File: src/hw/ocrm_consts.vh
// Purpose: constants for the option card reference and monitor block
// Assumes: included by ocrm_top.v, the port checker and the self-checking bench
// Notes:   selector codes address the plain configuration write port
`ifndef OCRM_CONSTS_VH
`define OCRM_CONSTS_VH
`define OCRM_SEL_COMBINE   4'h0
`define OCRM_SEL_FORMAT    4'h1
`define OCRM_SEL_M1_ITEM   4'h2
`define OCRM_SEL_M1_GAIN   4'h3
`define OCRM_SEL_M2_ITEM   4'h4
`define OCRM_SEL_M2_GAIN   4'h5
`define OCRM_SEL_M1_BIAS   4'h6
`define OCRM_SEL_M2_BIAS   4'h7
`define OCRM_SEL_LEVEL     4'h8
`define OCRM_SEL_DISP      4'h9
`define OCRM_RST_M1_ITEM   6'h02
`define OCRM_RST_M2_ITEM   6'h03
`define OCRM_RST_M1_GAIN   8'h64
`define OCRM_RST_M2_GAIN   8'h32
`define OCRM_GAIN_MAX      8'hfa
`define OCRM_BIAS_MAX      8'h0a
`define OCRM_BIAS_MIN      8'hf6
`define OCRM_ITEM_MAX      6'h26
`define OCRM_ITEM_BAD      64'h0000_000c_f200_6c10
`define OCRM_FMT_SPECIAL   3'h6
`define OCRM_FMT_BINARY    3'h7
`define OCRM_REF_SRC_TERM  2'h1
`define OCRM_DISP_MIN      8'h02
`define OCRM_FS_8BIT       15'h00ff
`define OCRM_FS_12BIT      15'h0fff
`define OCRM_FS_16BIT      15'h7530
`define OCRM_FULL_PCT      29'h0000_2710
`define OCRM_DIV_STEPS     5'h1c
`define OCRM_MON_FULL      34'h0_0000_03e8
`define OCRM_DIV100_MUL    34'h0_0000_051f
`define OCRM_DIV100_SH     17
`endif

File: src/hw/ocrm_top.v
// Purpose: option card reference decode and analog monitor output shaping
// Assumes: all inputs synchronous to clk_i; settings arrive on the cfg write port
// Notes:   monitor values and outputs are in 0.1 % of 10 V, signed
`include "ocrm_consts.vh"
`timescale 1ns/10ps
`default_nettype none
module ocrm_top #(
    parameter AIN_W = 14,
    parameter MON_W = 12
) (
    input  wire                    clk_i,
    input  wire                    reset_n_i,
    input  wire                    ce_i,
    input  wire                    running_i,
    input  wire                    cfg_wr_i,
    input  wire [3:0]              cfg_sel_i,
    input  wire [7:0]              cfg_data_i,
    output reg                     cfg_ack_o,
    output reg                     cfg_rej_o,
    input  wire                    ai_card3_i,
    input  wire                    di_card16_i,
    input  wire                    di_bits12_i,
    input  wire                    ao_card12_i,
    input  wire [1:0]              reference_source_select_i,
    input  wire                    mfi_opt_sel_i,
    output reg  [1:0]              cfg_err_o,
    input  wire [AIN_W-1:0]        ain1_i,
    input  wire [AIN_W-1:0]        ain2_i,
    input  wire [AIN_W-1:0]        ain3_i,
    output reg  [AIN_W-1:0]        ain1_o,
    output reg  [AIN_W-1:0]        ain2_o,
    output reg  [AIN_W-1:0]        ain3_o,
    output reg  [AIN_W+1:0]        ain_sum_o,
    input  wire [16:0]             din_i,
    input  wire                    din_stb_i,
    output reg  [16:0]             dig_ref_o,
    output reg                     dig_ref_neg_o,
    output reg  [2:0]              dig_ref_unit_o,
    output reg                     dig_ref_disp_o,
    output reg                     dig_ref_vld_o,
    output reg                     dig_ref_bad_o,
    output wire                    dig_busy_o,
    output reg  [5:0]              mon1_item_o,
    output reg  [5:0]              mon2_item_o,
    input  wire signed [MON_W-1:0] mon1_val_i,
    input  wire signed [MON_W-1:0] mon2_val_i,
    input  wire                    mon1_bip_i,
    input  wire                    mon2_bip_i,
    output reg  [MON_W-1:0]        ao1_o,
    output reg  [MON_W-1:0]        ao2_o
);

////////////////////////////////////////////////////////////////////////////////
localparam S_IDLE = 2'b01;
localparam S_DIV  = 2'b10;

reg        combine_r;
reg  [2:0] format_r;
reg  [7:0] m1_gain_r;
reg  [7:0] m2_gain_r;
reg  [4:0] m1_bias_r;
reg  [4:0] m2_bias_r;
reg        level_r;
reg  [7:0] disp_r;
reg  [1:0] state_r;
reg  [28:0] num_r;
reg  [28:0] quo_r;
reg  [14:0] rem_r;
reg  [14:0] fs_r;
reg  [4:0] cnt_r;

// excluded monitor items as a bit mask, indexed by item number
localparam [63:0] ITEM_BAD = `OCRM_ITEM_BAD;

function bcd_ok;
    input [15:0] d;
    begin
        bcd_ok = (d[15:12] <= 4'h9) && (d[11:8] <= 4'h9) &&
                 (d[7:4] <= 4'h9) && (d[3:0] <= 4'h9);
    end
endfunction

function [16:0] bcd_val;
    input [15:0] d;
    begin
        bcd_val = {13'h0000, d[15:12]} * 17'h003e8 + {13'h0000, d[11:8]} * 17'h00064 +
                  {13'h0000, d[7:4]} * 17'h0000a + {13'h0000, d[3:0]};
    end
endfunction

function item_ok;
    input [5:0] it;
    begin
        item_ok = (it != 6'h00) && (it <= `OCRM_ITEM_MAX) && !ITEM_BAD[it];
    end
endfunction

// divide by 100 as multiply and shift: error stays below one output step
function [MON_W-1:0] mon_calc;
    input signed [MON_W-1:0] v;
    input [7:0]              g;
    input [4:0]              b;
    input                    bip;
    reg signed [33:0]        p;
    begin
        p = v * $signed({1'b0, g});
        p = (p * $signed(`OCRM_DIV100_MUL)) >>> `OCRM_DIV100_SH;
        p = p + $signed(b) * $signed(34'h0_0000_000a);
        if (p > $signed(`OCRM_MON_FULL))
            p = `OCRM_MON_FULL;
        if (bip && (p < -$signed(`OCRM_MON_FULL)))
            p = -$signed(`OCRM_MON_FULL);
        else if (!bip && (p < 0))
            p = 34'h0_0000_0000;
        mon_calc = p[MON_W-1:0];
    end
endfunction

////////////////////////////////////////////////////////////////////////////////
// configuration write port
reg wr_ok;
always @*
begin
    case (cfg_sel_i)
        `OCRM_SEL_COMBINE: wr_ok = !running_i && cfg_data_i <= 8'h01;
        `OCRM_SEL_FORMAT:  wr_ok = !running_i && cfg_data_i <= 8'h07 &&
                                   (cfg_data_i[2:0] != `OCRM_FMT_SPECIAL || di_card16_i);
        `OCRM_SEL_M1_ITEM,
        `OCRM_SEL_M2_ITEM: wr_ok = !running_i && cfg_data_i[7:6] == 2'b00 &&
                                   item_ok(cfg_data_i[5:0]);
        `OCRM_SEL_M1_GAIN,
        `OCRM_SEL_M2_GAIN: wr_ok = cfg_data_i <= `OCRM_GAIN_MAX;
        `OCRM_SEL_M1_BIAS,
        `OCRM_SEL_M2_BIAS: wr_ok = $signed(cfg_data_i) <= $signed(`OCRM_BIAS_MAX) &&
                                   $signed(cfg_data_i) >= $signed(`OCRM_BIAS_MIN);
        `OCRM_SEL_LEVEL:   wr_ok = cfg_data_i <= 8'h01;
        `OCRM_SEL_DISP:    wr_ok = 1'b1;
        default:           wr_ok = 1'b0;
    endcase
end

always @(posedge clk_i)
begin
    if (!reset_n_i)
    begin
        combine_r   <= 1'b0;
        format_r    <= 3'h0;
        mon1_item_o <= `OCRM_RST_M1_ITEM;
        mon2_item_o <= `OCRM_RST_M2_ITEM;
        m1_gain_r   <= `OCRM_RST_M1_GAIN;
        m2_gain_r   <= `OCRM_RST_M2_GAIN;
        m1_bias_r   <= 5'h00;
        m2_bias_r   <= 5'h00;
        level_r     <= 1'b0;
        disp_r      <= 8'h00;
        cfg_ack_o   <= 1'b0;
        cfg_rej_o   <= 1'b0;
    end
    else if (ce_i)
    begin
        cfg_ack_o <= cfg_wr_i && wr_ok;
        cfg_rej_o <= cfg_wr_i && !wr_ok;
        if (cfg_wr_i && wr_ok)
        begin
            case (cfg_sel_i)
                `OCRM_SEL_COMBINE: combine_r   <= cfg_data_i[0];
                `OCRM_SEL_FORMAT:  format_r    <= cfg_data_i[2:0];
                `OCRM_SEL_M1_ITEM: mon1_item_o <= cfg_data_i[5:0];
                `OCRM_SEL_M2_ITEM: mon2_item_o <= cfg_data_i[5:0];
                `OCRM_SEL_M1_GAIN: m1_gain_r   <= cfg_data_i;
                `OCRM_SEL_M2_GAIN: m2_gain_r   <= cfg_data_i;
                `OCRM_SEL_M1_BIAS: m1_bias_r   <= cfg_data_i[4:0];
                `OCRM_SEL_M2_BIAS: m2_bias_r   <= cfg_data_i[4:0];
                `OCRM_SEL_LEVEL:   level_r     <= cfg_data_i[0];
                `OCRM_SEL_DISP:    disp_r      <= cfg_data_i;
                default:           level_r     <= level_r;
            endcase
        end
    end
end

////////////////////////////////////////////////////////////////////////////////
// analog reference card and configuration checks
always @(posedge clk_i)
begin
    if (!reset_n_i)
    begin
        ain1_o    <= {AIN_W{1'b0}};
        ain2_o    <= {AIN_W{1'b0}};
        ain3_o    <= {AIN_W{1'b0}};
        ain_sum_o <= {(AIN_W+2){1'b0}};
        cfg_err_o <= 2'b00;
    end
    else if (ce_i)
    begin
        if (combine_r)
        begin
            ain_sum_o <= {2'b00, ain1_i} + {2'b00, ain2_i} + {2'b00, ain3_i};
            ain1_o    <= {AIN_W{1'b0}};
            ain2_o    <= {AIN_W{1'b0}};
            ain3_o    <= {AIN_W{1'b0}};
        end
        else
        begin
            ain_sum_o <= {(AIN_W+2){1'b0}};
            ain1_o    <= ain1_i;
            ain2_o    <= ain2_i;
            ain3_o    <= ain3_i;
        end
        // source setting itself is software's job; this only reports a mismatch
        cfg_err_o[0] <= ai_card3_i && combine_r &&
                        reference_source_select_i != `OCRM_REF_SRC_TERM;
        cfg_err_o[1] <= ai_card3_i && mfi_opt_sel_i;
    end
end

////////////////////////////////////////////////////////////////////////////////
// digital reference decode
wire       use_disp = disp_r >= `OCRM_DISP_MIN && format_r != `OCRM_FMT_BINARY;
wire       special  = format_r == `OCRM_FMT_SPECIAL && !use_disp;
wire       binary   = format_r == `OCRM_FMT_BINARY;
wire [3:0] low_dig  = (din_i[2:0] >= 3'h5) ? 4'h9 : {din_i[2:0], 1'b0};
wire [15:0] sp_dig  = {din_i[14:3], low_dig};
wire [15:0] nm_dig  = di_card16_i ? din_i[15:0] : {8'h00, din_i[7:0]};
wire [16:0] sp_val  = {15'h0000, din_i[16:15]} * 17'h02710 + bcd_val(sp_dig);
wire [14:0] fs_sel  = !di_card16_i ? `OCRM_FS_8BIT :
                      (di_bits12_i ? `OCRM_FS_12BIT : `OCRM_FS_16BIT);
wire [15:0] bin_raw = !di_card16_i ? {8'h00, din_i[7:0]} :
                      (di_bits12_i ? {4'h0, din_i[11:0]} : din_i[15:0]);
wire [14:0] bin_val = (bin_raw > {1'b0, fs_sel}) ? fs_sel : bin_raw[14:0];
wire [15:0] rem_sh  = {rem_r, num_r[28]};
wire        sub_ok  = rem_sh >= {1'b0, fs_r};
wire        go      = ce_i && din_stb_i && state_r == S_IDLE;

assign dig_busy_o = state_r != S_IDLE;

always @(posedge clk_i)
begin
    if (!reset_n_i)
    begin
        state_r        <= S_IDLE;
        num_r          <= 29'h0000_0000;
        quo_r          <= 29'h0000_0000;
        rem_r          <= 15'h0000;
        fs_r           <= 15'h0000;
        cnt_r          <= 5'h00;
        dig_ref_o      <= 17'h00000;
        dig_ref_neg_o  <= 1'b0;
        dig_ref_unit_o <= 3'h0;
        dig_ref_disp_o <= 1'b0;
        dig_ref_vld_o  <= 1'b0;
        dig_ref_bad_o  <= 1'b0;
    end
    else if (ce_i)
    begin
        dig_ref_vld_o <= 1'b0;
        dig_ref_bad_o <= 1'b0;
        case (state_r)
            S_IDLE:
            begin
                if (go && binary)
                begin
                    // binary full scale maps to 100.00 %, divided one bit per cycle
                    num_r   <= {14'h0000, bin_val} * `OCRM_FULL_PCT;
                    fs_r    <= fs_sel;
                    rem_r   <= 15'h0000;
                    quo_r   <= 29'h0000_0000;
                    cnt_r   <= 5'h00;
                    state_r <= S_DIV;
                end
                else if (go && special && (!di_card16_i || !bcd_ok({din_i[14:3], 4'h0})))
                    dig_ref_bad_o <= 1'b1;
                else if (go && special)
                begin
                    dig_ref_o      <= sp_val;
                    dig_ref_neg_o  <= 1'b0;
                    dig_ref_unit_o <= format_r;
                    dig_ref_disp_o <= 1'b0;
                    dig_ref_vld_o  <= 1'b1;
                end
                else if (go && !bcd_ok(nm_dig))
                    dig_ref_bad_o <= 1'b1;
                else if (go)
                begin
                    dig_ref_o      <= bcd_val(nm_dig);
                    dig_ref_neg_o  <= di_card16_i && din_i[16];
                    dig_ref_unit_o <= format_r;
                    dig_ref_disp_o <= use_disp;
                    dig_ref_vld_o  <= 1'b1;
                end
            end
            S_DIV:
            begin
                rem_r <= sub_ok ? rem_sh[14:0] - fs_r : rem_sh[14:0];
                quo_r <= {quo_r[27:0], sub_ok};
                num_r <= {num_r[27:0], 1'b0};
                cnt_r <= cnt_r + 5'h01;
                if (cnt_r == `OCRM_DIV_STEPS)
                begin
                    dig_ref_o      <= {quo_r[15:0], sub_ok};
                    dig_ref_neg_o  <= 1'b0;
                    dig_ref_unit_o <= format_r;
                    dig_ref_disp_o <= 1'b0;
                    dig_ref_vld_o  <= 1'b1;
                    state_r        <= S_IDLE;
                end
            end
            default: state_r <= S_IDLE;
        endcase
    end
end

////////////////////////////////////////////////////////////////////////////////
// analog monitor outputs
always @(posedge clk_i)
begin
    if (!reset_n_i)
    begin
        ao1_o <= {MON_W{1'b0}};
        ao2_o <= {MON_W{1'b0}};
    end
    else if (ce_i)
    begin
        ao1_o <= mon_calc(mon1_val_i, m1_gain_r, m1_bias_r,
                          level_r && ao_card12_i && mon1_bip_i);
        ao2_o <= mon_calc(mon2_val_i, m2_gain_r, m2_bias_r,
                          level_r && ao_card12_i && mon2_bip_i);
    end
end

endmodule // ocrm_top
`default_nettype wire

File: config.mk
export PLATFORM = sky130hd
export DESIGN_NAME = ocrm_top
export DESIGN_NICKNAME = d
export VERILOG_FILES = /design/src/hw/ocrm_top.v
export VERILOG_INCLUDE_DIRS = /design/src /design/src/hw
export SDC_FILE = /design/constraint.sdc
export NUM_CORES = 2
export LEC_CHECK = 0
export CAP_MARGIN = 5
export CORE_ASPECT_RATIO = 0.6
export CORE_MARGIN = 2
export CORE_UTILIZATION = 67
export DETAILED_ROUTE_END_ITERATION = 8
export DONT_BUFFER_PORTS = 1
export PLACE_DENSITY = 0.87
export SYNTH_ARGS = -nofsm -noshare
export SYNTH_HDL_FRONTEND = slang
export SYNTH_SLANG_ARGS = --single-unit
File: constraint.sdc
create_clock -name clk_i -period 14.7 [get_ports clk_i]
set_clock_uncertainty 0.05 [all_clocks]
set_input_delay 2.205 -clock clk_i [delete_from_list [all_inputs] [get_ports clk_i]]
set_output_delay 2.205 -clock clk_i [all_outputs]
set_load 0.03 [all_outputs]
==> results.sh <==
export IMPL_status="finished clean"
export IMPL_worstPathRequired_ns=15.11
export IMPL_synth_seq_area_share_pct=13.1
export IMPL_cts_buffers=24
export IMPL_post_drt_wl_per_cell_um=17.6
export IMPL_dp_final_hpwl_mm=67.3
export IMPL_grt_pass1_wl_mm=139
export IMPL_reg2reg_to="ao1_o[9]"
export IMPL_die_y_um=181
export IMPL_firstDrtPassIters=5
export IMPL_dieArea_um2=54000
export IMPL_clockBufferDepth=3
export IMPL_maxSlewViolCount=0
export IMPL_fp_row_count=64
export IMPL_ctsHoldBuffers=0
export IMPL_drtAntennaViolNets=0
export IMPL_cts_setup_buffers=0
export IMPL_clk_pin_slew_ns=0.06
export IMPL_syn_to_final_growth_pct=4.08
export IMPL_port_buffers=0
export IMPL_placed_cells=4595
export IMPL_diodes=0
export IMPL_die_w_um=299
export IMPL_min_delay_start="fs_r[10]"
export IMPL_mostFrequentLayoutCell="inv_1"
export IMPL_layout_min_cycle_time_ns=13.19
export IMPL_fin_crit_sh_pct=89.7
export IMPL_grt_max_degree=104
export IMPL_crit_top_cell="fa_1"
export IMPL_final_nets=5023
export IMPL_fmax_mhz=75.8
export IMPL_arrival_ns=13.60
export IMPL_ys_ff_latch=228
export IMPL_holdPathStages=2
export IMPL_worst_pin_slew_ns=1.10
export IMPL_slew_headroom_pct=26.7
export IMPL_core_area_um2=51200
export IMPL_final_cell_mix="789 x inv_1, 554 x ha_1, 429 x fa_1"
export IMPL_r2r_start="m1_gain_r[1]"
export IMPL_cts_resized_gates=0
export IMPL_syn_cell_area_um2=34900
export IMPL_drc_errors=0
export IMPL_cp_start_kind="input port"
export IMPL_drt_total_wl_mm=81.7
export IMPL_cts_tree="done"
export IMPL_worst_r2r_setup_slack_ns=2.50
export IMPL_cts_sinks=228
export IMPL_hold_violations=0
export IMPL_tns_ns=0
export IMPL_synth_main_ff_cell="dfxtp_1"
export IMPL_io_pins=233
export IMPL_synth_cells=3997
export IMPL_grt_util_all_layers_pct=31.2
export IMPL_layoutNonFillerInstCount=4639
export IMPL_num_vias=26800
export IMPL_crit_path_max_incr_delay_ns=0.57
export IMPL_setup_violations=0
export IMPL_drtIter0Drc=2344
export IMPL_routed_top_layer="met4"
export IMPL_worstRegToRegCells=46
export IMPL_rsz0062_at_grt="false"
export IMPL_slowest_stage="fa_1"
export IMPL_grt_pass1_vias=27100
export IMPL_hold_end="fs_r[10]"
export IMPL_maxCapViolCount=0
export IMPL_initial_core_util_pct=68.2
export IMPL_synth_edf_count=0
export IMPL_met3_length_mm=6.75
export IMPL_viasPerCell=5.78
export IMPL_critPathCaptureType="flip-flop"
export IMPL_async_flop_share_pct=0
export IMPL_syn_nets=5091
export IMPL_ys_warn_count=0
export IMPL_avgSynthCellArea_um2=8.73
export IMPL_overflow=0
export IMPL_drive_above_1_share_pct=2.84
export IMPL_min_path_type="flip-flop to flip-flop"
export IMPL_drt_met1_wl_mm=37.9
export IMPL_clk_latency_ns=0.56
export IMPL_grt_antenna_before_repair=0
export IMPL_wl_met2_mm=34.1
export IMPL_gp_congestion=0.927
export IMPL_cts_root_buffer="clkbuf_16"
export IMPL_worstPathMaxFanout=8
export IMPL_synth_cell_types=91
export IMPL_h_tree_depth=1
export IMPL_crit_type="input port to flip-flop"
==> final cells by class <==
type | count | area, um2
multi-input cells | 2867 | 27000
fillers | 3776 | 14800
flip-flops and latches | 228 | 4560
inverters | 793 | 2980
well taps | 693 | 867
clock buffers | 31 | 688
clock inverters | 12 | 144
repair buffers | 15 | 113
==> state kept, by name, indices dropped and copies added (netlist names), 12 cells and up <==
name       cells
rem_r         15
ain3_o        14
quo_r         16
ain_sum_o     16
ao1_o         12
ain2_o        14
dig_ref_o     17
num_r         25
ao2_o         12
ain1_o        14
==> stage by stage <==
step	setup WS [ns]	instance area, um2	hold WS [ns]	utilization, %
2_1_floorplan	2.26	34900	0.373	-
3_3_place_gp	1.38	35500	0.386	69.4
3_5_place_dp	1.13	35500	0.392	69.4
4_1_cts	1.66	36300	0.403	71.0
5_1_grt	0.775	36300	0.434	71.0
6_report	1.51	36300	0.408	71.0
==> synthesized netlist by cell type (all sizes together) (15+ instances only) <==
library cell	instances	share of area, %
or2	15	0.27
ha	555	20
a22oi	56	1.2
nand4	16	0.29
inv	792	8.5
dfxtp	228	13
a21o	57	1.2
nor3	38	0.56
a211oi	32	0.70
o21ai	128	1.8
nand2	279	3.0
fa	429	25
or3	21	0.38
nand3	67	0.98
and2	124	2.2
a31oi	17	0.35
a21oi	218	3.1
o21bai	17	0.37
o21a	25	0.54
nor2b	28	0.50
and3	20	0.37
nand2b	31	0.56
xor2	64	1.6
xnor2	148	3.7
mux2i	78	2.2
nor4	15	0.43
clkbuf	96	1.0
nor2	256	2.8
o211ai	19	0.41
==> worst max-delay path: cells and delay by family <==
kind,cells,cell delay [ns]
buffers and inverters,6,0.42
adders and majority gates,11,4.98
and+or+nand+nor,10,2.13
AOI/OAI and AO/OA,16,3.25
xor gates and xnor gates,2,0.62
==> metal layers <==
layer,vias up,track usage (%)
li1,12800,-
met1,12800,46.3
met2,970,46.7
met3,159,5.46
met4,0,8.96
met5,-,0
==> worst max-delay path by stage <==
stage,start,endpoint,slack (ns),depth (start not counted)
after floorplan,mon1_val_i[11],ao1_o[5],2.26,44
after global placement,mon1_val_i[11],ao1_o[8],1.38,43
after detailed placement,mon1_val_i[11],ao1_o[5],1.13,44
after CTS,mon1_val_i[11],ao1_o[9],1.66,44
after global routing,mon1_val_i[11],ao1_o[9],0.78,44
final,mon1_val_i[5],ao1_o[9],1.51,45
==> logic make-up after synthesis <==
group	Yosys count	synth area share [%]
xor gates and xnor gates	212	5.36
AOI/OAI and AO/OA	660	12.2
and+or+nand+nor	931	12.8
DFF	228	13.1
muxes	80	2.30
adders and majority gates	984	44.5
buffers and inverters	902	9.73
Power is left out: the tool's default activity adds up to more than one toggle a clock period on the data nets, which glitch-free logic cannot reach.
